===== src/hw/ssq_pkg.sv =====
package ssq_pkg;

  // ************************************************************
  // Clock and timing
  // ************************************************************
  localparam int unsigned CLK_HZ = 100_000_000;
  localparam int unsigned CLK_PERIOD_NS = 10;
  localparam int unsigned INIT_DELAY_NS = 1_400_000;
  localparam int unsigned INIT_DELAY_CYC = INIT_DELAY_NS / CLK_PERIOD_NS;
  localparam int unsigned HOLD_NS = 85_000;
  localparam int unsigned HOLD_CYC = HOLD_NS / CLK_PERIOD_NS;
  localparam int unsigned PG_DELAY_NS = 440_000;
  localparam int unsigned PG_DELAY_CYC = PG_DELAY_NS / CLK_PERIOD_NS;
  localparam int unsigned VID_SAMPLE_HZ = 3_000_000;
  localparam int unsigned VID_DIV_CYC = CLK_HZ / VID_SAMPLE_HZ;
  localparam int unsigned VID_STABLE_READS = 3;
  localparam int unsigned DEFAULT_STEP_HZ = 330_000;
  localparam int unsigned DEFAULT_STEP_CYC = CLK_HZ / DEFAULT_STEP_HZ;
  localparam int unsigned STEP_DIV = 25;
  localparam int unsigned STEP_CYC_PER_KOHM = (CLK_HZ / 1_000_000) / STEP_DIV;
  localparam int unsigned TIMER_W = 18;

  // ************************************************************
  // Reference levels, in 6.25 mV steps
  // ************************************************************
  localparam int unsigned STEP_UV = 6_250;
  localparam int unsigned BOOT_LEVEL_UV = 1_100_000;
  localparam logic [7:0] BOOT_CODE = 8'(BOOT_LEVEL_UV / STEP_UV);
  localparam logic [4:0] TABLE5_NO_LOAD = 5'h1f;
  localparam logic [7:0] VID_OFF_LO = 8'h00;
  localparam logic [7:0] VID_OFF_HI = 8'hff;

  // ************************************************************
  // Modes and states
  // ************************************************************
  typedef enum logic [1:0] {
    MODE_STEP_A = 2'h0,
    MODE_STEP_B = 2'h1,
    MODE_TABLE5 = 2'h2,
    MODE_TABLE6 = 2'h3
  } ssq_mode_e;

  typedef enum logic [6:0] {
    ST_SHUTDOWN = 7'h01,
    ST_INIT_DELAY = 7'h02,
    ST_RAMP1 = 7'h04,
    ST_HOLD = 7'h08,
    ST_RAMP2 = 7'h10,
    ST_PG_DELAY = 7'h20,
    ST_REGULATE = 7'h40
  } ssq_state_e;

  // ************************************************************
  // Register map
  // ************************************************************
  localparam logic [11:0] REG_CTRL = 12'h000;
  localparam logic [11:0] REG_RAMP = 12'h004;
  localparam logic [11:0] REG_STATUS = 12'h008;
  localparam logic [11:0] REG_VID = 12'h00c;
  localparam logic [11:0] REG_IRQ_STAT = 12'h010;
  localparam logic [11:0] REG_IRQ_MASK = 12'h014;
  localparam int unsigned CTRL_MODE_LSB = 0;
  localparam int unsigned CTRL_PHASE_LSB = 2;
  localparam int unsigned STATUS_PG_BIT = 8;
  localparam int unsigned STATUS_REF_LSB = 16;
  localparam int unsigned VID_VALID_BIT = 8;
  localparam logic [1:0] CTRL_MODE_RST = 2'h0;
  localparam logic [1:0] CTRL_PHASE_RST = 2'h3;
  localparam logic [9:0] RAMP_RST = 10'h000;
  localparam int unsigned IRQ_W = 3;
  localparam int unsigned IRQ_PG = 0;
  localparam int unsigned IRQ_DROP = 1;
  localparam int unsigned IRQ_VID = 2;

endpackage


===== src/hw/ssq_sequencer.sv =====
module ssq_sequencer #(
  parameter int unsigned INIT_DELAY_CYC = ssq_pkg::INIT_DELAY_CYC,
  parameter int unsigned HOLD_CYC = ssq_pkg::HOLD_CYC,
  parameter int unsigned PG_DELAY_CYC = ssq_pkg::PG_DELAY_CYC
) (
  // Clock and reset
  input wire logic CLK_IN,
  input wire logic RST_IN,
  // APB slave
  input wire logic PSEL_IN,
  input wire logic PENABLE_IN,
  input wire logic PWRITE_IN,
  input wire logic [11:0] PADDR_IN,
  input wire logic [31:0] PWDATA_IN,
  output logic [31:0] PRDATA_OUT,
  output logic PREADY_OUT,
  output logic PSLVERR_OUT,
  // Comparator and supply-good levels
  input wire logic BIAS_POR_OK_IN,
  input wire logic ENABLE_ABOVE_IN,
  input wire logic FOURTH_PHASE_ENABLE_OK_IN,
  input wire logic FIRST_DRIVER_BIAS_RAIL_OK_IN,
  input wire logic DRIVER_BIAS_RAIL2_OK_IN,
  input wire logic DRIVER_BIAS_RAIL3_OK_IN,
  // Processor identification code
  input wire logic [7:0] VOLTAGE_IDENTIFICATION_IN,
  // Converter side
  output logic [3:0] PHASE_OE_N_OUT,
  output logic [7:0] REF_CODE_OUT,
  output logic POWER_GOOD_OUT,
  output logic IRQ_OUT
);

  // ************************************************************
  // State
  // ************************************************************
  typedef struct packed {
    ssq_pkg::ssq_state_e state;
    logic [ssq_pkg::TIMER_W-1:0] timer;
    logic [15:0] step_cnt;
    logic [7:0] ref_code;
    logic [7:0] target;
    logic pg;
    logic [5:0] vid_div;
    logic [7:0] vid_last;
    logic [1:0] vid_reps;
    logic [7:0] vid_code;
    logic vid_seen;
    logic [1:0] mode;
    logic [1:0] phases;
    logic [9:0] ramp_kohm;
    logic [ssq_pkg::IRQ_W-1:0] irq_stat;
    logic [ssq_pkg::IRQ_W-1:0] irq_mask;
    logic [31:0] prdata;
  } ssq_regs_s;

  ssq_regs_s s_q;
  ssq_regs_s s_d;
  logic conds_ok;
  logic vid_valid;
  logic no_load;
  logic vid_tick;
  logic step_tick;
  logic [15:0] step_cyc;
  logic addr_hit;
  logic [31:0] rdata;
  logic apb_wr;
  logic [ssq_pkg::IRQ_W-1:0] irq_set;
  logic [ssq_pkg::IRQ_W-1:0] irq_clr;

  // ************************************************************
  // Next-state logic
  // ************************************************************
  always_comb begin
    s_d = s_q;
    irq_set = '0;
    irq_clr = '0;
    // Every start condition at once; rails 2 and 3 only matter with internal phases
    conds_ok = BIAS_POR_OK_IN
      & ENABLE_ABOVE_IN
      & FOURTH_PHASE_ENABLE_OK_IN
      & FIRST_DRIVER_BIAS_RAIL_OK_IN
      & ((s_q.phases == 2'h0) | (DRIVER_BIAS_RAIL2_OK_IN & DRIVER_BIAS_RAIL3_OK_IN));
    vid_valid = s_q.vid_seen & (s_q.vid_code != ssq_pkg::VID_OFF_LO)
      & (s_q.vid_code != ssq_pkg::VID_OFF_HI);
    // Until a code is accepted the five-bit mode cannot know it is not no-load
    no_load = (s_q.mode == ssq_pkg::MODE_TABLE5)
      & (~s_q.vid_seen | (s_q.vid_code[4:0] == ssq_pkg::TABLE5_NO_LOAD));
    // Grounded ramp pin reads as zero resistance
    step_cyc = (s_q.ramp_kohm == 10'h000) ? 16'(ssq_pkg::DEFAULT_STEP_CYC)
      : 16'(s_q.ramp_kohm * ssq_pkg::STEP_CYC_PER_KOHM);
    step_tick = (s_q.step_cnt >= step_cyc - 16'h0001);

    // Code sampler on the 3 MHz enable; a code needs three equal readings
    vid_tick = (s_q.vid_div == 6'(ssq_pkg::VID_DIV_CYC - 1));
    s_d.vid_div = vid_tick ? 6'h00 : s_q.vid_div + 6'h01;
    if (vid_tick) begin
      if (VOLTAGE_IDENTIFICATION_IN != s_q.vid_last) begin
        s_d.vid_last = VOLTAGE_IDENTIFICATION_IN;
        s_d.vid_reps = 2'h1;
      end else if (s_q.vid_reps != 2'(ssq_pkg::VID_STABLE_READS - 1)) begin
        s_d.vid_reps = s_q.vid_reps + 2'h1;
      end else if (!s_q.vid_seen || (s_q.vid_code != s_q.vid_last)) begin
        s_d.vid_code = s_q.vid_last;
        s_d.vid_seen = 1'b1;
        irq_set[ssq_pkg::IRQ_VID] = 1'b1;
      end
    end

    // Sequencer; loss of any condition wins over every state
    if (!conds_ok && (s_q.state != ssq_pkg::ST_SHUTDOWN)) begin
      s_d.state = ssq_pkg::ST_SHUTDOWN;
      s_d.ref_code = 8'h00;
      s_d.pg = 1'b0;
      irq_set[ssq_pkg::IRQ_DROP] = 1'b1;
    end else begin
      unique case (s_q.state)
        ssq_pkg::ST_SHUTDOWN: begin
          s_d.ref_code = 8'h00;
          s_d.pg = 1'b0;
          // Other modes start with no further qualification
          if (conds_ok && !no_load) begin
            s_d.state = ssq_pkg::ST_INIT_DELAY;
            s_d.timer = '0;
          end
        end
        ssq_pkg::ST_INIT_DELAY: begin
          // Reference is left at zero for the whole delay
          if (s_q.timer == ssq_pkg::TIMER_W'(INIT_DELAY_CYC - 1)) begin
            s_d.state = ssq_pkg::ST_RAMP1;
            s_d.step_cnt = '0;
          end else begin
            s_d.timer = s_q.timer + 1'b1;
          end
        end
        ssq_pkg::ST_RAMP1: begin
          s_d.step_cnt = step_tick ? 16'h0000 : s_q.step_cnt + 16'h0001;
          if (step_tick) begin
            s_d.ref_code = s_q.ref_code + 8'h01;
            if (s_q.ref_code + 8'h01 == ssq_pkg::BOOT_CODE) begin
              s_d.state = ssq_pkg::ST_HOLD;
              s_d.timer = '0;
            end
          end
        end
        ssq_pkg::ST_HOLD: begin
          // Fixed part first, then wait for a validated code
          if (s_q.timer != ssq_pkg::TIMER_W'(HOLD_CYC - 1)) begin
            s_d.timer = s_q.timer + 1'b1;
          end else if (vid_valid) begin
            s_d.state = ssq_pkg::ST_RAMP2;
            s_d.target = s_q.vid_code;
            s_d.step_cnt = '0;
          end
        end
        ssq_pkg::ST_RAMP2: begin
          // Target is frozen at hold exit; later code changes are not followed
          if (s_q.ref_code == s_q.target) begin
            s_d.state = ssq_pkg::ST_PG_DELAY;
            s_d.timer = '0;
          end else begin
            s_d.step_cnt = step_tick ? 16'h0000 : s_q.step_cnt + 16'h0001;
            if (step_tick) begin
              // Either direction, the boot level may lie above the target
              s_d.ref_code = (s_q.target > s_q.ref_code) ? s_q.ref_code + 8'h01
                : s_q.ref_code - 8'h01;
            end
          end
        end
        ssq_pkg::ST_PG_DELAY: begin
          if (s_q.timer == ssq_pkg::TIMER_W'(PG_DELAY_CYC - 1)) begin
            s_d.state = ssq_pkg::ST_REGULATE;
            s_d.pg = 1'b1;
            irq_set[ssq_pkg::IRQ_PG] = 1'b1;
          end else begin
            s_d.timer = s_q.timer + 1'b1;
          end
        end
        ssq_pkg::ST_REGULATE: begin
          s_d.pg = 1'b1;
        end
        default: begin
          s_d.state = ssq_pkg::ST_SHUTDOWN;
        end
      endcase
    end

    // APB decode; reads are latched in the setup cycle so data come from flops
    addr_hit = 1'b1;
    rdata = 32'h0000_0000;
    unique case (PADDR_IN)
      ssq_pkg::REG_CTRL: begin
        rdata[ssq_pkg::CTRL_MODE_LSB +: 2] = s_q.mode;
        rdata[ssq_pkg::CTRL_PHASE_LSB +: 2] = s_q.phases;
      end
      ssq_pkg::REG_RAMP: rdata[9:0] = s_q.ramp_kohm;
      ssq_pkg::REG_STATUS: begin
        rdata[6:0] = s_q.state;
        rdata[ssq_pkg::STATUS_PG_BIT] = s_q.pg;
        rdata[ssq_pkg::STATUS_REF_LSB +: 8] = s_q.ref_code;
      end
      ssq_pkg::REG_VID: begin
        rdata[7:0] = s_q.vid_code;
        rdata[ssq_pkg::VID_VALID_BIT] = vid_valid;
      end
      ssq_pkg::REG_IRQ_STAT: rdata[ssq_pkg::IRQ_W-1:0] = s_q.irq_stat;
      ssq_pkg::REG_IRQ_MASK: rdata[ssq_pkg::IRQ_W-1:0] = s_q.irq_mask;
      default: addr_hit = 1'b0;
    endcase
    if (PSEL_IN && !PENABLE_IN) begin
      s_d.prdata = rdata;
    end
    apb_wr = PSEL_IN & PENABLE_IN & PWRITE_IN & addr_hit;
    if (apb_wr) begin
      unique case (PADDR_IN)
        ssq_pkg::REG_CTRL: begin
          s_d.mode = PWDATA_IN[ssq_pkg::CTRL_MODE_LSB +: 2];
          s_d.phases = PWDATA_IN[ssq_pkg::CTRL_PHASE_LSB +: 2];
        end
        ssq_pkg::REG_RAMP: s_d.ramp_kohm = PWDATA_IN[9:0];
        ssq_pkg::REG_IRQ_STAT: irq_clr = PWDATA_IN[ssq_pkg::IRQ_W-1:0];
        ssq_pkg::REG_IRQ_MASK: s_d.irq_mask = PWDATA_IN[ssq_pkg::IRQ_W-1:0];
        default: begin
        end
      endcase
    end
    // A new event in the clearing cycle survives the clear
    s_d.irq_stat = (s_q.irq_stat & ~irq_clr) | irq_set;
  end

  // ************************************************************
  // Registers
  // ************************************************************
  always_ff @(posedge CLK_IN) begin
    if (RST_IN) begin
      s_q <= '0;
      s_q.state <= ssq_pkg::ST_SHUTDOWN;
      s_q.mode <= ssq_pkg::CTRL_MODE_RST;
      s_q.phases <= ssq_pkg::CTRL_PHASE_RST;
      s_q.ramp_kohm <= ssq_pkg::RAMP_RST;
    end else begin
      s_q <= s_d;
    end
  end

  // ************************************************************
  // Outputs
  // ************************************************************
  // Drivers stay off while in shutdown
  assign PHASE_OE_N_OUT = {4{s_q.state == ssq_pkg::ST_SHUTDOWN}};
  assign REF_CODE_OUT = s_q.ref_code;
  assign POWER_GOOD_OUT = s_q.pg;
  assign IRQ_OUT = |(s_q.irq_stat & s_q.irq_mask);
  assign PRDATA_OUT = s_q.prdata;
  assign PREADY_OUT = PSEL_IN & PENABLE_IN;
  assign PSLVERR_OUT = PSEL_IN & PENABLE_IN & ~addr_hit;

  // ************************************************************
  // Assertions
  // ************************************************************
  phase_hiz_a: assert property (@(posedge CLK_IN) disable iff (RST_IN)
    (s_q.state == ssq_pkg::ST_SHUTDOWN) |-> (PHASE_OE_N_OUT == 4'hf))
    else $error("phase outputs driven in shutdown");

  bias_gate_a: assert property (@(posedge CLK_IN) disable iff (RST_IN)
    (s_q.state == ssq_pkg::ST_SHUTDOWN && !BIAS_POR_OK_IN)
    |=> (s_q.state == ssq_pkg::ST_SHUTDOWN))
    else $error("left shutdown without bias supply good");

  enable_gate_a: assert property (@(posedge CLK_IN) disable iff (RST_IN)
    (s_q.state == ssq_pkg::ST_SHUTDOWN && !ENABLE_ABOVE_IN)
    |=> (s_q.state == ssq_pkg::ST_SHUTDOWN))
    else $error("left shutdown without enable");

  ph4_gate_a: assert property (@(posedge CLK_IN) disable iff (RST_IN)
    (s_q.state == ssq_pkg::ST_SHUTDOWN && !FOURTH_PHASE_ENABLE_OK_IN)
    |=> (s_q.state == ssq_pkg::ST_SHUTDOWN))
    else $error("left shutdown without fourth phase enable");

  rail_gate_a: assert property (@(posedge CLK_IN) disable iff (RST_IN)
    (s_q.state == ssq_pkg::ST_SHUTDOWN && (!FIRST_DRIVER_BIAS_RAIL_OK_IN
      || (s_q.phases != 2'h0 && !(DRIVER_BIAS_RAIL2_OK_IN && DRIVER_BIAS_RAIL3_OK_IN))))
    |=> (s_q.state == ssq_pkg::ST_SHUTDOWN))
    else $error("left shutdown without driver rails");

  start_now_a: assert property (@(posedge CLK_IN) disable iff (RST_IN)
    (s_q.state == ssq_pkg::ST_SHUTDOWN && conds_ok && s_q.mode != ssq_pkg::MODE_TABLE5)
    |=> (s_q.state == ssq_pkg::ST_INIT_DELAY))
    else $error("start delayed in unqualified mode");

  no_load_a: assert property (@(posedge CLK_IN) disable iff (RST_IN)
    (s_q.state == ssq_pkg::ST_SHUTDOWN && s_q.mode == ssq_pkg::MODE_TABLE5
      && s_q.vid_code[4:0] == ssq_pkg::TABLE5_NO_LOAD)
    |=> (s_q.state == ssq_pkg::ST_SHUTDOWN))
    else $error("started on no-load code");

  init_len_a: assert property (@(posedge CLK_IN) disable iff (RST_IN)
    (s_q.state == ssq_pkg::ST_RAMP1 && $past(s_q.state) == ssq_pkg::ST_INIT_DELAY)
    |-> ($past(s_q.timer) == ssq_pkg::TIMER_W'(INIT_DELAY_CYC - 1) && s_q.ref_code == 8'h00))
    else $error("initial delay length wrong");

  boot_stop_a: assert property (@(posedge CLK_IN) disable iff (RST_IN)
    (s_q.state == ssq_pkg::ST_HOLD) |-> (s_q.ref_code == ssq_pkg::BOOT_CODE))
    else $error("hold not at boot level");

  hold_exit_a: assert property (@(posedge CLK_IN) disable iff (RST_IN)
    (s_q.state == ssq_pkg::ST_RAMP2 && $past(s_q.state) == ssq_pkg::ST_HOLD)
    |-> ($past(s_q.timer) == ssq_pkg::TIMER_W'(HOLD_CYC - 1)))
    else $error("hold left before fixed time");

  valid_code_a: assert property (@(posedge CLK_IN) disable iff (RST_IN)
    (s_q.state == ssq_pkg::ST_HOLD && !vid_valid)
    |=> (s_q.state != ssq_pkg::ST_RAMP2))
    else $error("second ramp on invalid code");

  step_size_a: assert property (@(posedge CLK_IN) disable iff (RST_IN)
    ($past(s_q.state) != ssq_pkg::ST_SHUTDOWN && s_q.state != ssq_pkg::ST_SHUTDOWN
      && $changed(s_q.ref_code))
    |-> (s_q.ref_code - $past(s_q.ref_code) == 8'h01
      || $past(s_q.ref_code) - s_q.ref_code == 8'h01))
    else $error("reference moved more than one step");

  step_time_a: assert property (@(posedge CLK_IN) disable iff (RST_IN)
    ($past(s_q.state) != ssq_pkg::ST_SHUTDOWN && s_q.state != ssq_pkg::ST_SHUTDOWN
      && $changed(s_q.ref_code))
    |-> ($past(s_q.step_cnt) >= $past(step_cyc) - 16'h0001))
    else $error("reference stepped before period end");

  pg_delay_a: assert property (@(posedge CLK_IN) disable iff (RST_IN)
    $rose(s_q.pg) |-> ($past(s_q.state) == ssq_pkg::ST_PG_DELAY
      && $past(s_q.timer) == ssq_pkg::TIMER_W'(PG_DELAY_CYC - 1)))
    else $error("power good raised without full delay");

  pg_low_a: assert property (@(posedge CLK_IN) disable iff (RST_IN)
    (s_q.state != ssq_pkg::ST_REGULATE) |-> !POWER_GOOD_OUT)
    else $error("power good high before regulation");

  vid_accept_a: assert property (@(posedge CLK_IN) disable iff (RST_IN)
    $changed(s_q.vid_code) |-> ($past(s_q.vid_reps) == 2'h2 && $past(vid_tick)
      && $past(VOLTAGE_IDENTIFICATION_IN) == s_q.vid_code))
    else $error("code accepted without three equal samples");

  drop_out_a: assert property (@(posedge CLK_IN) disable iff (RST_IN)
    !conds_ok |=> (s_q.state == ssq_pkg::ST_SHUTDOWN && !POWER_GOOD_OUT))
    else $error("condition lost without shutdown");

  init_ref_a: assert property (@(posedge CLK_IN) disable iff (RST_IN)
    (s_q.state == ssq_pkg::ST_INIT_DELAY) |-> (s_q.ref_code == 8'h00))
    else $error("reference moved during initial delay");

  target_ok_a: assert property (@(posedge CLK_IN) disable iff (RST_IN)
    (s_q.state == ssq_pkg::ST_RAMP2)
    |-> (s_q.target != ssq_pkg::VID_OFF_LO && s_q.target != ssq_pkg::VID_OFF_HI))
    else $error("second ramp toward an invalid code");

  ramp_end_a: assert property (@(posedge CLK_IN) disable iff (RST_IN)
    (s_q.state == ssq_pkg::ST_PG_DELAY) |-> (s_q.ref_code == s_q.target))
    else $error("power good delay before reaching target");

endmodule


===== config.mk =====
export PLATFORM = sky130hd
export DESIGN_NAME = ssq_sequencer
export DESIGN_NICKNAME = d
export VERILOG_FILES = /design/src/hw/ssq_pkg.sv /design/src/hw/ssq_sequencer.sv
export SDC_FILE = /design/constraint.sdc
export NUM_CORES = 1
export LEC_CHECK = 0
export ABC_AREA = 1
export BUFFER_PORTS_ARGS = -buffer_cell sky130_fd_sc_hd__buf_2
export CORE_MARGIN = 3
export CORE_UTILIZATION = 33
export CTS_BUF_LIST = sky130_fd_sc_hd__clkbuf_4 sky130_fd_sc_hd__clkbuf_8
export DETAILED_ROUTE_END_ITERATION = 16
export SLEW_MARGIN = 20
export SYNTH_ARGS = -nofsm -noshare
export SYNTH_HDL_FRONTEND = slang
export SYNTH_SLANG_ARGS = --single-unit

===== constraint.sdc =====
create_clock -name CLK_IN -period 7.19 [get_ports CLK_IN]
set_input_delay 0.719 -clock CLK_IN [delete_from_list [all_inputs] [get_ports CLK_IN]]
set_output_delay 0.719 -clock CLK_IN [all_outputs]
set_load 0.005 [all_outputs]

==> Word-level counts from Yosys, hierarchy flattened <==
Index checks and enable logic that the tools add are counted.
{ "word_totals": {"word_cells": 168, "output_inout_bits": 48, "input_bits": 63, "register_bits": 121} }
{ "classes": {"muxes": 46, "bitwise_logic": 25, "n_eq_ne": 38, "reduce_logical": 33, "n_addsub": 7, "n_lt_le_gt_ge": 2} }
{ "ops": {"columns": ["operator", "count"], "rows": [
  ["18-bit one-hot mux with 6 select lines", 1],
  ["25-bit 2-to-1 mux", 4],
  ["16-bit 2-to-1 mux", 4],
  ["16-bit one-hot mux with 4 select lines", 1],
  ["18-bit 2-to-1 mux", 3],
  ["7-bit one-hot mux with 7 select lines", 1],
  ["8-bit 2-to-1 mux", 4],
  ["7-bit 2-to-1 mux", 4],
  ["2-bit != test (second input constant)", 13],
  ["12-bit by 4-bit equality test with 1-bit output (second input constant)", 2],
  ["12-bit by 5-bit equality test with 1-bit output (second input constant)", 2],
  ["24-bit 2-to-1 mux", 1],
  ["8-bit one-hot mux with 3 select lines", 1],
  ["18-bit by 1-bit adder with 18-bit output (second input constant)", 1],
  ["18-bit by 16-bit equality test with 1-bit output (second input constant)", 1],
  ["18-bit equality test (second input constant)", 1],
  ["18-bit by 14-bit != test with 1-bit output (second input constant)", 1],
  ["3-bit one-hot mux with 6 select lines", 1],
  ["9-bit AND reduction", 2],
  ["16-bit by 1-bit adder with 16-bit output (second input constant)", 1],
  ["16-bit greater-or-equal comparator", 1],
  ["8-bit != test", 2],
  ["12-bit by 1-bit subtractor with 13-bit output (second input constant)", 1],
  ["1-bit bitwise AND", 12],
  ["51 further kinds", 86]
]} }

==> Logic depth before layout (Yosys ltp) <==
Gate-level depths: netlist (run 1).
{ "depth": {"word_depth": 8, "depth_mapped": 23} }

==> Worst setup path after synthesis (run 1) <==
OpenSTA, ideal clock, no wires.
{ "synth_timing": {"kind": "reg2reg", "startpoint": "register s_q[38] (netlist bit)", "endpoint": "register s_q[122] (netlist bit)", "stages_incl_launch_ff": 23, "synth_period_minus_slack_ns": 2.932, "t_arrival_ns": 2.821, "required_time_ns": 7.079, "path_slack_ns": 4.258, "cell_sequence": "dfxtp_1 -> inv_1 -> ha_1 -> nand2_1 -> nor2_1 -> nor3_1 -> nand4_1 -> nor2_1 -> nand2_1 -> nand2_1 -> inv_1 -> ha_1 -> a21oi_1 -> o21ai_0 -> a21oi_1 -> nand2_1 -> nand2_1 -> nand2_4 -> buf_4 -> nand3_1 -> nand2_1 -> inv_1 -> nor2_2"} }
{ "synth_via": {"elab_chain_cells": 6} }
{ "synth_rtl": {"columns": ["item", "line", "rtl"], "rows": [
  ["start, declared", "ssq_sequencer.sv:57", "ssq_regs_s s_q;"],
  ["10-bit logical NOT", "ssq_sequencer.sv:90", "step_cyc = (s_q.ramp_kohm == 10'h000) ? 16'(ssq_pkg::DEFAULT_STEP_CYC)"],
  ["12-bit 2-to-1 mux (*)", "ssq_sequencer.sv:90", null],
  ["12-bit by 1-bit subtractor with 13-bit output (*)", "ssq_sequencer.sv:92", "step_tick = (s_q.step_cnt >= step_cyc - 16'h0001);"],
  ["16-bit greater-or-equal comparator (*)", "ssq_sequencer.sv:92", null],
  ["2-bit != test (no source line) (*)", null, null],
  ["9-bit AND reduction (no source line) (*)", null, null]
]} }
Every way passes the cells marked *; elsewhere a longest branch is shown, timed or not.
A chain may end at the register's enable or synchronous reset.

==> Worst setup path after layout (run 1) <==
{ "layout_timing": {"startpoint": "register s_q[38] (netlist bit)", "endpoint": "register s_q[132] (netlist bit)"} }
The elaborated chain is that of the path after synthesis.

==> results of run 1 <==
## worst register-to-register path, delay by kind of cell, from the launching register on
family                   cells  cell delay [ns]
AO/OA/AOI/OAI                3             0.35
AND/OR/NAND/NOR             13             2.45
buffers and inverters        3             0.26
flip-flops                   1             0.31
adder cells (fa/ha/maj)      2             0.52
## worst paths after layout
kind,from,endpoint,slack [ns],cells past startpoint
max,s_q[38]$_SDFFE_PP0P_,s_q[132]$_SDFFE_PP0P_,3.21,21
max reg2reg,s_q[38]$_SDFFE_PP0P_,s_q[132]$_SDFFE_PP0P_,3.21,21
min,s_q[71]$_SDFF_PP0_,s_q[71]$_SDFF_PP0_,0.44,1
min reg2reg,s_q[71]$_SDFF_PP0_,s_q[71]$_SDFF_PP0_,0.44,1
## Yosys cell counts, types with 2 or more instances
cell type | instances | area share, %
nand2_1 | 272 | 13
nand2_2 | 7 | 0.54
nand3_1 | 92 | 5.7
xnor2_1 | 4 | 0.43
nor3_1 | 26 | 1.6
nor3b_1 | 3 | 0.28
clkbuf_2 | 2 | 0.12
o211ai_1 | 2 | 0.18
o22ai_1 | 11 | 0.85
nor2_2 | 14 | 1.1
clkinv_1 | 2 | 0.093
nand2_4 | 4 | 0.56
nand3_2 | 5 | 0.62
inv_2 | 9 | 0.42
clkbuf_1 | 14 | 0.65
o21ai_0 | 90 | 5.6
ha_1 | 31 | 4.8
nand3_4 | 2 | 0.43
buf_4 | 48 | 4.4
o221ai_1 | 5 | 0.54
nand3b_1 | 4 | 0.37
nor2_8 | 2 | 0.49
xor2_1 | 25 | 2.7
dfxtp_1 | 121 | 30
buf_2 | 6 | 0.37
nor2_4 | 6 | 0.83
nor2_1 | 161 | 7.4
inv_1 | 150 | 6.9
nand4_1 | 22 | 1.7
buf_6 | 4 | 0.56
a21oi_1 | 92 | 5.7
nor4_1 | 2 | 0.15
## final cells by class
| class | count | area (sq um) |
|---|---|---|
| Sequential cell | 121 | 2420 |
| Timing Repair Buffer | 76 | 385 |
| Fill cell | 2673 | 14900 |
| Clock buffer | 22 | 290 |
| Inverter | 161 | 604 |
| Clock inverter | 10 | 166 |
| Tap cell | 319 | 399 |
| Multi-Input combinational cell | 908 | 4640 |
## power by group through the flow
stage	clock network, mW	logic (mW)	registers, mW
finish	0.707	0.559	0.738
global route	0.746	0.640	0.742
CTS	0.722	0.563	0.738
detailed placement	0	0.562	0.753
global placement	0	0.553	0.753
floorplan	0	0.479	0.742
## metrics by stage
stage          setup WS, ns  power (mW)  util, %  cells  area (sq um)
5_1_grt                2.74        2.13     37.4   1617          8910
3_3_place_gp           3.28        1.31     35.5   1585          8450
4_1_cts                3.21        2.02     37.4   1617          8910
2_1_floorplan          4.26        1.22        -   1265          8160
6_report               3.21        2.00     37.4   1617          8910
3_5_place_dp           3.23        1.31     35.5   1585          8450
## kinds of logic (layout without fill, tap and decap cells)
logic type               after synthesis  after routing
adder cells (fa/ha/maj)               31             31
AND/OR/NAND/NOR                      629            629
other                                  1             14
AO/OA/AOI/OAI                        205            205
buffers and inverters                236            269
flip-flops                           121            121
XOR/XNOR                              29             29
## state kept, by name, indices dropped and copies added (netlist names)
signal	cells
s_q	94
REF_CODE_OUT	8
POWER_GOOD_OUT	1
PRDATA_OUT	18
## routing by layer
layer  vias to the layer above  routed length (um)
met2                       186                9760
met3                        24                 976
li1                       4059                   -
met5                         -                   0
met1                      3489               10200
met4                         0                 287
## layout by cell type, fill, tap and decap left out, types with 2 or more instances in the layout
cell	instances
clkbuf_4	2
nor3_1	26
clkbuf_8	20
buf_2	74
o21ai_0	90
o211ai_1	2
nor4_1	2
conb_1	14
nand2_1	272
nor2_8	2
a21oi_1	92
nand3_1	92
ha_1	31
nand4_1	22
inv_1	149
nand2_2	7
clkinvlp_4	2
nand3_2	5
xnor2_1	4
clkinv_1	2
o221ai_1	5
bufinv_16	4
inv_2	10
nand2_4	4
nor2_4	6
clkinv_4	3
nor2_1	160
dfxtp_1	121
nor3b_1	3
nand3b_1	4
xor2_1	25
o22ai_1	11
buf_4	2
nor2_2	15
nand3_4	2
==> flow_summary.toml, run 1 <==
[synth]
ys.flop_type = "dfxtp_1"
synthXorXnorAreaFrac_pct = 3.13
synth_mux_area_share_pct = 0
async_flop_share_pct = 0
synthAdderAreaFrac_pct = 4.78
netlist_area_sq_mm = 0.00812
synth_top_family_by_area = "simple AND/OR/NAND/NOR gates"
synth-simple-area-share_pct = 35.2
synth_edf_count = 0
yosys_warnings = 0
seq_area_frac_synth_pct = 29.8
synth_cell_types = 46
syn_inst = 1252
yosys_register_bits = 121
synth_compound_area_share_pct = 13.3
synth_area_per_cell_sq_um = 6.48

[worst_setup_path]
crit_fanout = 25
crit_path_start_kind = "flip-flop"
crit_required_ns = 7.53
slowest_delay_ns = 0.38
cpLargestDelayFamily = "simple AND/OR/NAND/NOR gates"
crit_arrival_ns = 4.32
cp_num_buf_inv = 3
critPathCaptureType = "flip-flop"
slowest_stage = "nand2_1"
crit_top_cell = "nand2_1"
path_class = "flip-flop to flip-flop"
path_cells = "inv_1 > ha_1 > nand2_1 > nor2_1 > nor3_1 > nand4_1 > nor2_1 > nand2_1 > nand2_1 > inv_1 > ha_1 > a21oi_1 > o21ai_0 > a21oi_1 > nand2_1 > nand2_1 > nand2_4 > nand2_2 > clkinv_1 > nor2_1 > nor2_1"

[sta]
rsz0062_at_grt = "no"
period_share_pct = 55.4
fin_skew_ns = 0.0107
whs_ns = 0.444
clock.fmax_ghz = 0.251
fin_crit_ns = 3.98
drv_slew = 0
worst_pin_slew_ns = 0.986
tns_ns = 0
hold_violations = 0
maxSlewHeadroom_pct = 34.0
setup-violations-final = 0

[grt]
grt_max_degree = 68
grt_pass1_vias = 7043
grt_use_met3_pct = 2.72
gr-max-usage-layer = "met2"
grt.total_usage_pct = 15.9
antenna_found_initial = 0
grt_pass1_wl_um = 34700
grt-ovfl-total = 0
use_met1_pct = 21.1
use_met2_pct = 26.8

[route]
drcViolationCount = 0
routed_via_density = 4.80
vias = 7758
wl_per_cell_um = 13.1
final_antenna_net_count = 0
wl_um = 21200
first_pass_iters = 7
drt-initial-drc-count = 487

[hold_path]
hold_class = "flip-flop to flip-flop"

[cts]
cts_tree = "yes"
postCtsHoldBufs = 0
cts.clk_slew.worst_paths_ns = 0.07
ctsResizeCount = 0
cts_sinks = 121
cts_buffers = 17
clock_latency_ns = 0.45
cts_root_buf = "clkbuf_8"
postCtsSetupBuffers = 0
htreeDepth = 4
clockBufferDepth = 2

[floorplan]
die-area_sq_mm = 0.0265
row_count = 56
start_util_pct = 34.1
fp.dieH_um = 163
io_pins = 111
coreArea_sq_mm = 0.0238
die_x_um = 163

[placed_design]
dp_hpwl_um = 15800
routabilityCongestion = 0.845
numPortBuffers = 74

[cells_and_area]
area_growth_pct = 9.74
antenna_cells = 0
nNetsFinal = 1379
layout-drive-gt1-share_pct = 12.7

[power_and_ir_drop]
power_density_mw_per_mm2 = 225
leakagePower_nw = 3.88
sw_frac_of_total_pct = 35.1
ir_worst_vdd_uv = 124
pwr-share-seq_pct = 36.8
p_int_mw = 1.30
p_clk_share_pct = 35.3
p_comb_share_pct = 27.9
power_switching_uw = 704

[job]
max_cap_viol_count = 0

[run_status]
status = "completed"
Note: power is estimated with default switching activity, not from simulation.
==> run 2, diff against run 1 <==
Clock period 7.19 ns to 4 ns, I/O delays scaled along.
==> run 2 against run 1 <==
Sequential power is 80% higher. Clock power is 64% higher. Maximum frequency is 13% higher. Worst setup slack worse by 2.7 ns. Sequential share of layout area is 0.080 points higher. Count of clock-buffer cells in the layout is 2 lower. Via count is 0.14% higher. Register-to-register slack worse by 2.7 ns. Highest routed layer unchanged.
==> flow_summary.toml, run 2 (synthesis gave the netlist of run 1 again) <==
[sta]
drv_slew = 0
worst_slack_ns = 0.487
worst_pin_slew_ns = 0.840
hold_violations = 0
period_share_pct = 87.8
maxSlewHeadroom_pct = 43.9
fin_crit_ns = 3.51
fin_skew_ns = 0.0122
clock.fmax_ghz = 0.285
tns_ns = 0
rsz0062_at_grt = "no"
setup-violations-final = 0

[floorplan]
io_pins = 111
die_x_um = 163
coreArea_sq_mm = 0.0238
start_util_pct = 34.1
fp.dieH_um = 163
row_count = 56
die-area_sq_mm = 0.0265

[cts]
cts_tree = "yes"
clockBufferDepth = 2
postCtsSetupBuffers = 0
cts_root_buf = "clkbuf_8"
cts_sinks = 121
clock_latency_ns = 0.45
postCtsHoldBufs = 0
cts.clk_slew.worst_paths_ns = 0.08
cts_buffers = 17
htreeDepth = 4
ctsResizeCount = 0

[worst_setup_path]
path_class = "flip-flop to flip-flop"
critPathCaptureType = "flip-flop"
crit_top_cell = "nand2_1"
slowest_delay_ns = 0.32
path_cells = "inv_1 > ha_1 > nand2_1 > nor2_1 > nor3_1 > nand4_1 > nor2_1 > nand2_1 > nand2_1 > inv_1 > ha_1 > nand2_1 > o21ai_0 > a21oi_1 > nand2_1 > nand2_1 > nand2_4 > nand2_4 > a21oi_1 > nor2_1"
crit_path_start_kind = "flip-flop"
crit_arrival_ns = 3.85
crit_fanout = 25
slowest_stage = "dfxtp_1"
crit_required_ns = 4.34

[power_and_ir_drop]
p_int_mw = 2.23
ir_worst_vdd_uv = 203
power_density_mw_per_mm2 = 394
power_switching_mw = 1.27
sw_frac_of_total_pct = 36.3
p_comb_share_pct = 28.9
p_clk_share_pct = 33.2
pwr-share-seq_pct = 37.9
leakagePower_nw = 3.86

[cells_and_area]
largest_reg_flops = 94
most-common-layout-cells = "nand2_1, nor2_1, inv_1"
area_growth_pct = 9.42
final_common_cell = "nand2_1"
final_area_sq_mm = 0.00888
top_register = "s_q"
fin_util_pct = 37.3
fill_cells = 2610
fin_cells = 1620
antenna_cells = 0
layout-drive-gt1-share_pct = 12.9
nNetsFinal = 1382

[placed_design]
routabilityCongestion = 0.850
numPortBuffers = 74
pre_cts_ws_ns = 0.510
placed_area_sq_mm = 0.00847
place_inst = 1588
dp_hpwl_um = 15900

[grt]
antenna_found_initial = 0
grt_pass1_vias = 7179
grt_pass1_wl_um = 35300
grt.total_usage_pct = 16.2
grt-ovfl-total = 0
grt_max_degree = 45

[route]
drt-initial-drc-count = 416
vias = 7769
drcViolationCount = 0
routed_via_density = 4.80
final_antenna_net_count = 0
wl_um = 21400
wl_per_cell_um = 13.2
first_pass_iters = 6

[run_status]
status = "completed"

[hold_path]
hold_class = "primary input to flip-flop"

[job]
max_cap_viol_count = 0
## run 2: cell types whose count changed in the layout (fill, tap and decap cells not counted), sizes merged
cell / before / now
clkbuf: 22 / 20
clkinvlp: 2 / 5
buf: 76 / 79
bufinv: 4 / 3
## run 2: final timing paths
| path | from | endpoint | slack [ns] | cells past startpoint |
|---|---|---|---|---|
| max | s_q[38]$_SDFFE_PP0P_ | s_q[110]$_SDFFE_PP0P_ | 0.49 | 20 |
| min | PWDATA_IN[3] | s_q[49]$_SDFFE_PP1P_ | 0.19 | 3 |
| max reg2reg | s_q[38]$_SDFFE_PP0P_ | s_q[110]$_SDFFE_PP0P_ | 0.49 | 20 |
| min reg2reg | s_q[71]$_SDFF_PP0_ | s_q[71]$_SDFF_PP0_ | 0.45 | 1 |
## run 2: area by class of cell
class                   count  area [sq um]  area share, %
multi-input cells         908          4640           52.2
well taps                 319           399           4.49
clock inverters            12           151           1.70
clock buffers              20           256           2.89
inverters                 161           604           6.81
repair buffers             79           408           4.59
flip-flops and latches    121          2420           27.3
## run 2: power groups by stage
stage / Sequential (mW) / Clock (mW) / Combinational, mW
floorplan: 1.33 / 0 / 0.860
global placement: 1.36 / 0 / 0.999
detailed placement: 1.36 / 0 / 1.01
CTS: 1.33 / 1.19 / 1.02
global route: 1.34 / 1.24 / 1.15
finish: 1.33 / 1.16 / 1.01
## run 2: stage by stage
step	power (mW)	hold slack (ns)
2_1_floorplan	2.19	0.417
3_3_place_gp	2.35	0.428
3_5_place_dp	2.37	0.435
4_1_cts	3.53	0.161
5_1_grt	3.73	0.180
6_report	3.50	0.190
## run 2: per-layer routing
metal / vias to the layer above / wire length (um) / global-route usage [%] / share of wire, %
met2: 183 / 9950 / 27.0 / 47
met3: 26 / 954 / 2.90 / 4.5
met1: 3491 / 10200 / 21.5 / 48
met5: - / 0 / 0 / 0
met4: 0 / 296 / 4.34 / 1.4
li1: 4069 / - / - / -
## run 2: critical path, delay by kind of cell, from the launching register on
| family | cells | cell delay, ns |
|---|---|---|
| adder cells (fa/ha/maj) | 2 | 0.50 |
| AND/OR/NAND/NOR | 13 | 1.99 |
| buffers and inverters | 2 | 0.14 |
| flip-flops | 1 | 0.32 |
| AO/OA/AOI/OAI | 3 | 0.45 |
==> run 3, diff against run 2 <==
Settings changed: CORE_UTILIZATION 33 to 49, MAX_ROUTING_LAYER set to met4, PLACE_DENSITY set to 0.7.
Clock period 4 ns to 3.35 ns, I/O delays scaled along.
==> run 3 against run 2 <==
Combinational power grew 22%. Critical path type unchanged. Final cell count decreased by 5.8%. Worst setup slack worse by 0.20 ns. Global-route usage increased by 7.2 points. Non-clock buffer count rose by 9. Largest power group unchanged. Maximum frequency is 15% higher. Largest cell class unchanged. Routed wire length decreased by 4.4%. Core utilization grew 18 points. Register-to-register slack lost 0.20 ns. Count of clock-buffer cells in the layout up 1. Clock power increased by 14%. Design area shrank 0.32%.
==> flow_summary.toml, run 3 (synthesis gave the netlist of run 1 again) <==
[run_status]
status = "completed"

[cells_and_area]
fin_util_pct = 55.1
antenna_cells = 0
layout-drive-gt1-share_pct = 14.2
most-common-layout-cells = "nand2_1, nor2_1, inv_1"
area_growth_pct = 9.07
nNetsFinal = 1391
largest_reg_flops = 94
top_register = "s_q"
final_common_cell = "nand2_1"

[power_and_ir_drop]
sw_frac_of_total_pct = 37.5
p_clk_share_pct = 31.8
power_density_mw_per_mm2 = 467
leakagePower_nw = 3.92
power_mw = 4.13
p_comb_share_pct = 29.8
p_int_mw = 2.59
power_switching_mw = 1.55
pwr-share-seq_pct = 38.3
ir_worst_vdd_uv = 374

[sta]
hold_violations = 0
worst_slack_ns = 0.286
worst_pin_slew_ns = 0.701
period_share_pct = 91.5
fin_crit_ns = 3.06
setup-violations-final = 0
fin_skew_ns = 0.0170
tns_ns = 0
clock.fmax_ghz = 0.326
drv_slew = 0
maxSlewHeadroom_pct = 53.2
whs_ns = 0.130

[cts]
clock_latency_ns = 0.45
cts.clk_slew.worst_paths_ns = 0.07
cts_sinks = 121
htreeDepth = 4
cts_root_buf = "clkbuf_8"
cts_tree = "yes"
cts_buffers = 17
clockBufferDepth = 2

[floorplan]
start_util_pct = 50.5
row_count = 46
io_pins = 111
coreArea_sq_mm = 0.0161
die-area_sq_mm = 0.0181
fp.dieH_um = 135
die_x_um = 135

[worst_setup_path]
cpLargestDelayFamily = "simple AND/OR/NAND/NOR gates"
rr_worst_depth = 22
endpoint = "s_q[124]$_SDFFE_PP0P_"
crit_arrival_ns = 3.41
crit_cells = 22
path_class = "flip-flop to flip-flop"
slowest_stage = "dfxtp_1"
r2r-start = "s_q[39]$_SDFFE_PP0P_"
crit_path_start_kind = "flip-flop"
startpoint = "s_q[39]$_SDFFE_PP0P_"
crit_required_ns = 3.70
crit_top_cell = "nand2_1"
r2r_slack_ns = 0.29
path_cells = "inv_1 > ha_1 > nand2_1 > nor2_2 > nor3_2 > nand4_1 > nor2_2 > nand2_2 > nand2_1 > inv_1 > ha_1 > a21oi_1 > o21ai_0 > a21oi_1 > nand2_2 > nand2_1 > nand2_4 > buf_12 > nand3_1 > nand2_1 > inv_1 > nor2_2"
r2r_end = "s_q[124]$_SDFFE_PP0P_"
cp_num_buf_inv = 4
slowest_delay_ns = 0.31
critPathCaptureType = "flip-flop"
crit_fanout = 18

[route]
first_pass_iters = 5
drcViolationCount = 0
final_antenna_net_count = 0
vias = 7855
drt-initial-drc-count = 548
wl_um = 20400
wl_per_cell_um = 13.4
routed_via_density = 5.15

[placed_design]
dp_hpwl_um = 15200
pre_cts_ws_ns = 0.0601
routabilityCongestion = 0.912
numPortBuffers = 74

[hold_path]
hold_class = "primary input to flip-flop"

[grt]
grt-ovfl-total = 0
grt_pass1_wl_um = 34100
grt_max_degree = 41
antenna_found_initial = 0
grt.total_usage_pct = 23.4
grt_pass1_vias = 7141

[job]
max_cap_viol_count = 0
[run 3: changes by cell type in the layout (fill, tap and decap cells not counted), moves of 2 or more]
cell	before	now
nor2_2	15	18
clkbuf_4	3	1
clkbuf_8	17	20
nand2_2	7	9
inv_6	0	3
clkinv_4	1	5
nand2_1	272	269
nor2_1	160	157
buf_4	5	13
clkinv_2	3	1
bufinv_16	3	1
clkinvlp_4	5	1
[run 3: tightest hold or removal path, cell delays in order]
cell and delay [ns]:
buf_2 0.09, nand2_1 0.05, a21oi_1 0.05
[run 3: power by group through the flow]
stage	registers (mW)	logic [mW]	clock network (mW)
2_1_floorplan	1.59	1.03	0
3_3_place_gp	1.62	1.20	0
3_5_place_dp	1.62	1.22	0
4_1_cts	1.58	1.22	1.34
5_1_grt	1.59	1.39	1.41
6_report	1.59	1.23	1.32
[run 3: final cells by class]
cell class                      instances  area, sq um
Clock buffer                           21          283
Clock inverter                         11          113
Fill cell                            1635         7210
Inverter                              161          604
Multi-Input combinational cell        908         4670
Sequential cell                       121         2420
Tap cell                              216          270
Timing Repair Buffer                   88          488
[run 3: layer usage]
| layer | global-route usage, % | part of all wire [%] | vias up |
|---|---|---|---|
| met5 | - | 0 | - |
| met2 | 37.8 | 48 | 202 |
| li1 | - | - | 4089 |
| met1 | 29.8 | 45 | 3532 |
| met3 | 5.37 | 6.1 | 32 |
| met4 | 5.66 | 1.3 | 0 |
[run 3: worst min-delay path by stage]
stage | startpoint | to | cells after the start
floorplan | s_q[71]$_SDFF_PP0_ | s_q[71]$_SDFF_PP0_ | 1
global placement | s_q[71]$_SDFF_PP0_ | s_q[71]$_SDFF_PP0_ | 1
detailed placement | s_q[71]$_SDFF_PP0_ | s_q[71]$_SDFF_PP0_ | 1
CTS | PWDATA_IN[4] | s_q[42]$_SDFFE_PP0P_ | 3
global route | PWDATA_IN[6] | s_q[44]$_SDFFE_PP0P_ | 3
finish | PWDATA_IN[4] | s_q[42]$_SDFFE_PP0P_ | 3
[run 3: what timing repair did]
item | 4_1_cts | 5_1_grt
setup buffers | 0 | 1
hold endpoints to repair | 0 | 0
setup endpoints to repair | 0 | 48
hold buffers | 0 | 0
resized for setup | 0 | 10
[run 3: per-stage QoR]
stage / std cells / instance area (sq um)
CTS: 1525 / 8810
global route: 1526 / 8850
floorplan: 1265 / 8160
detailed placement: 1493 / 8420
finish: 1526 / 8850
global placement: 1493 / 8420
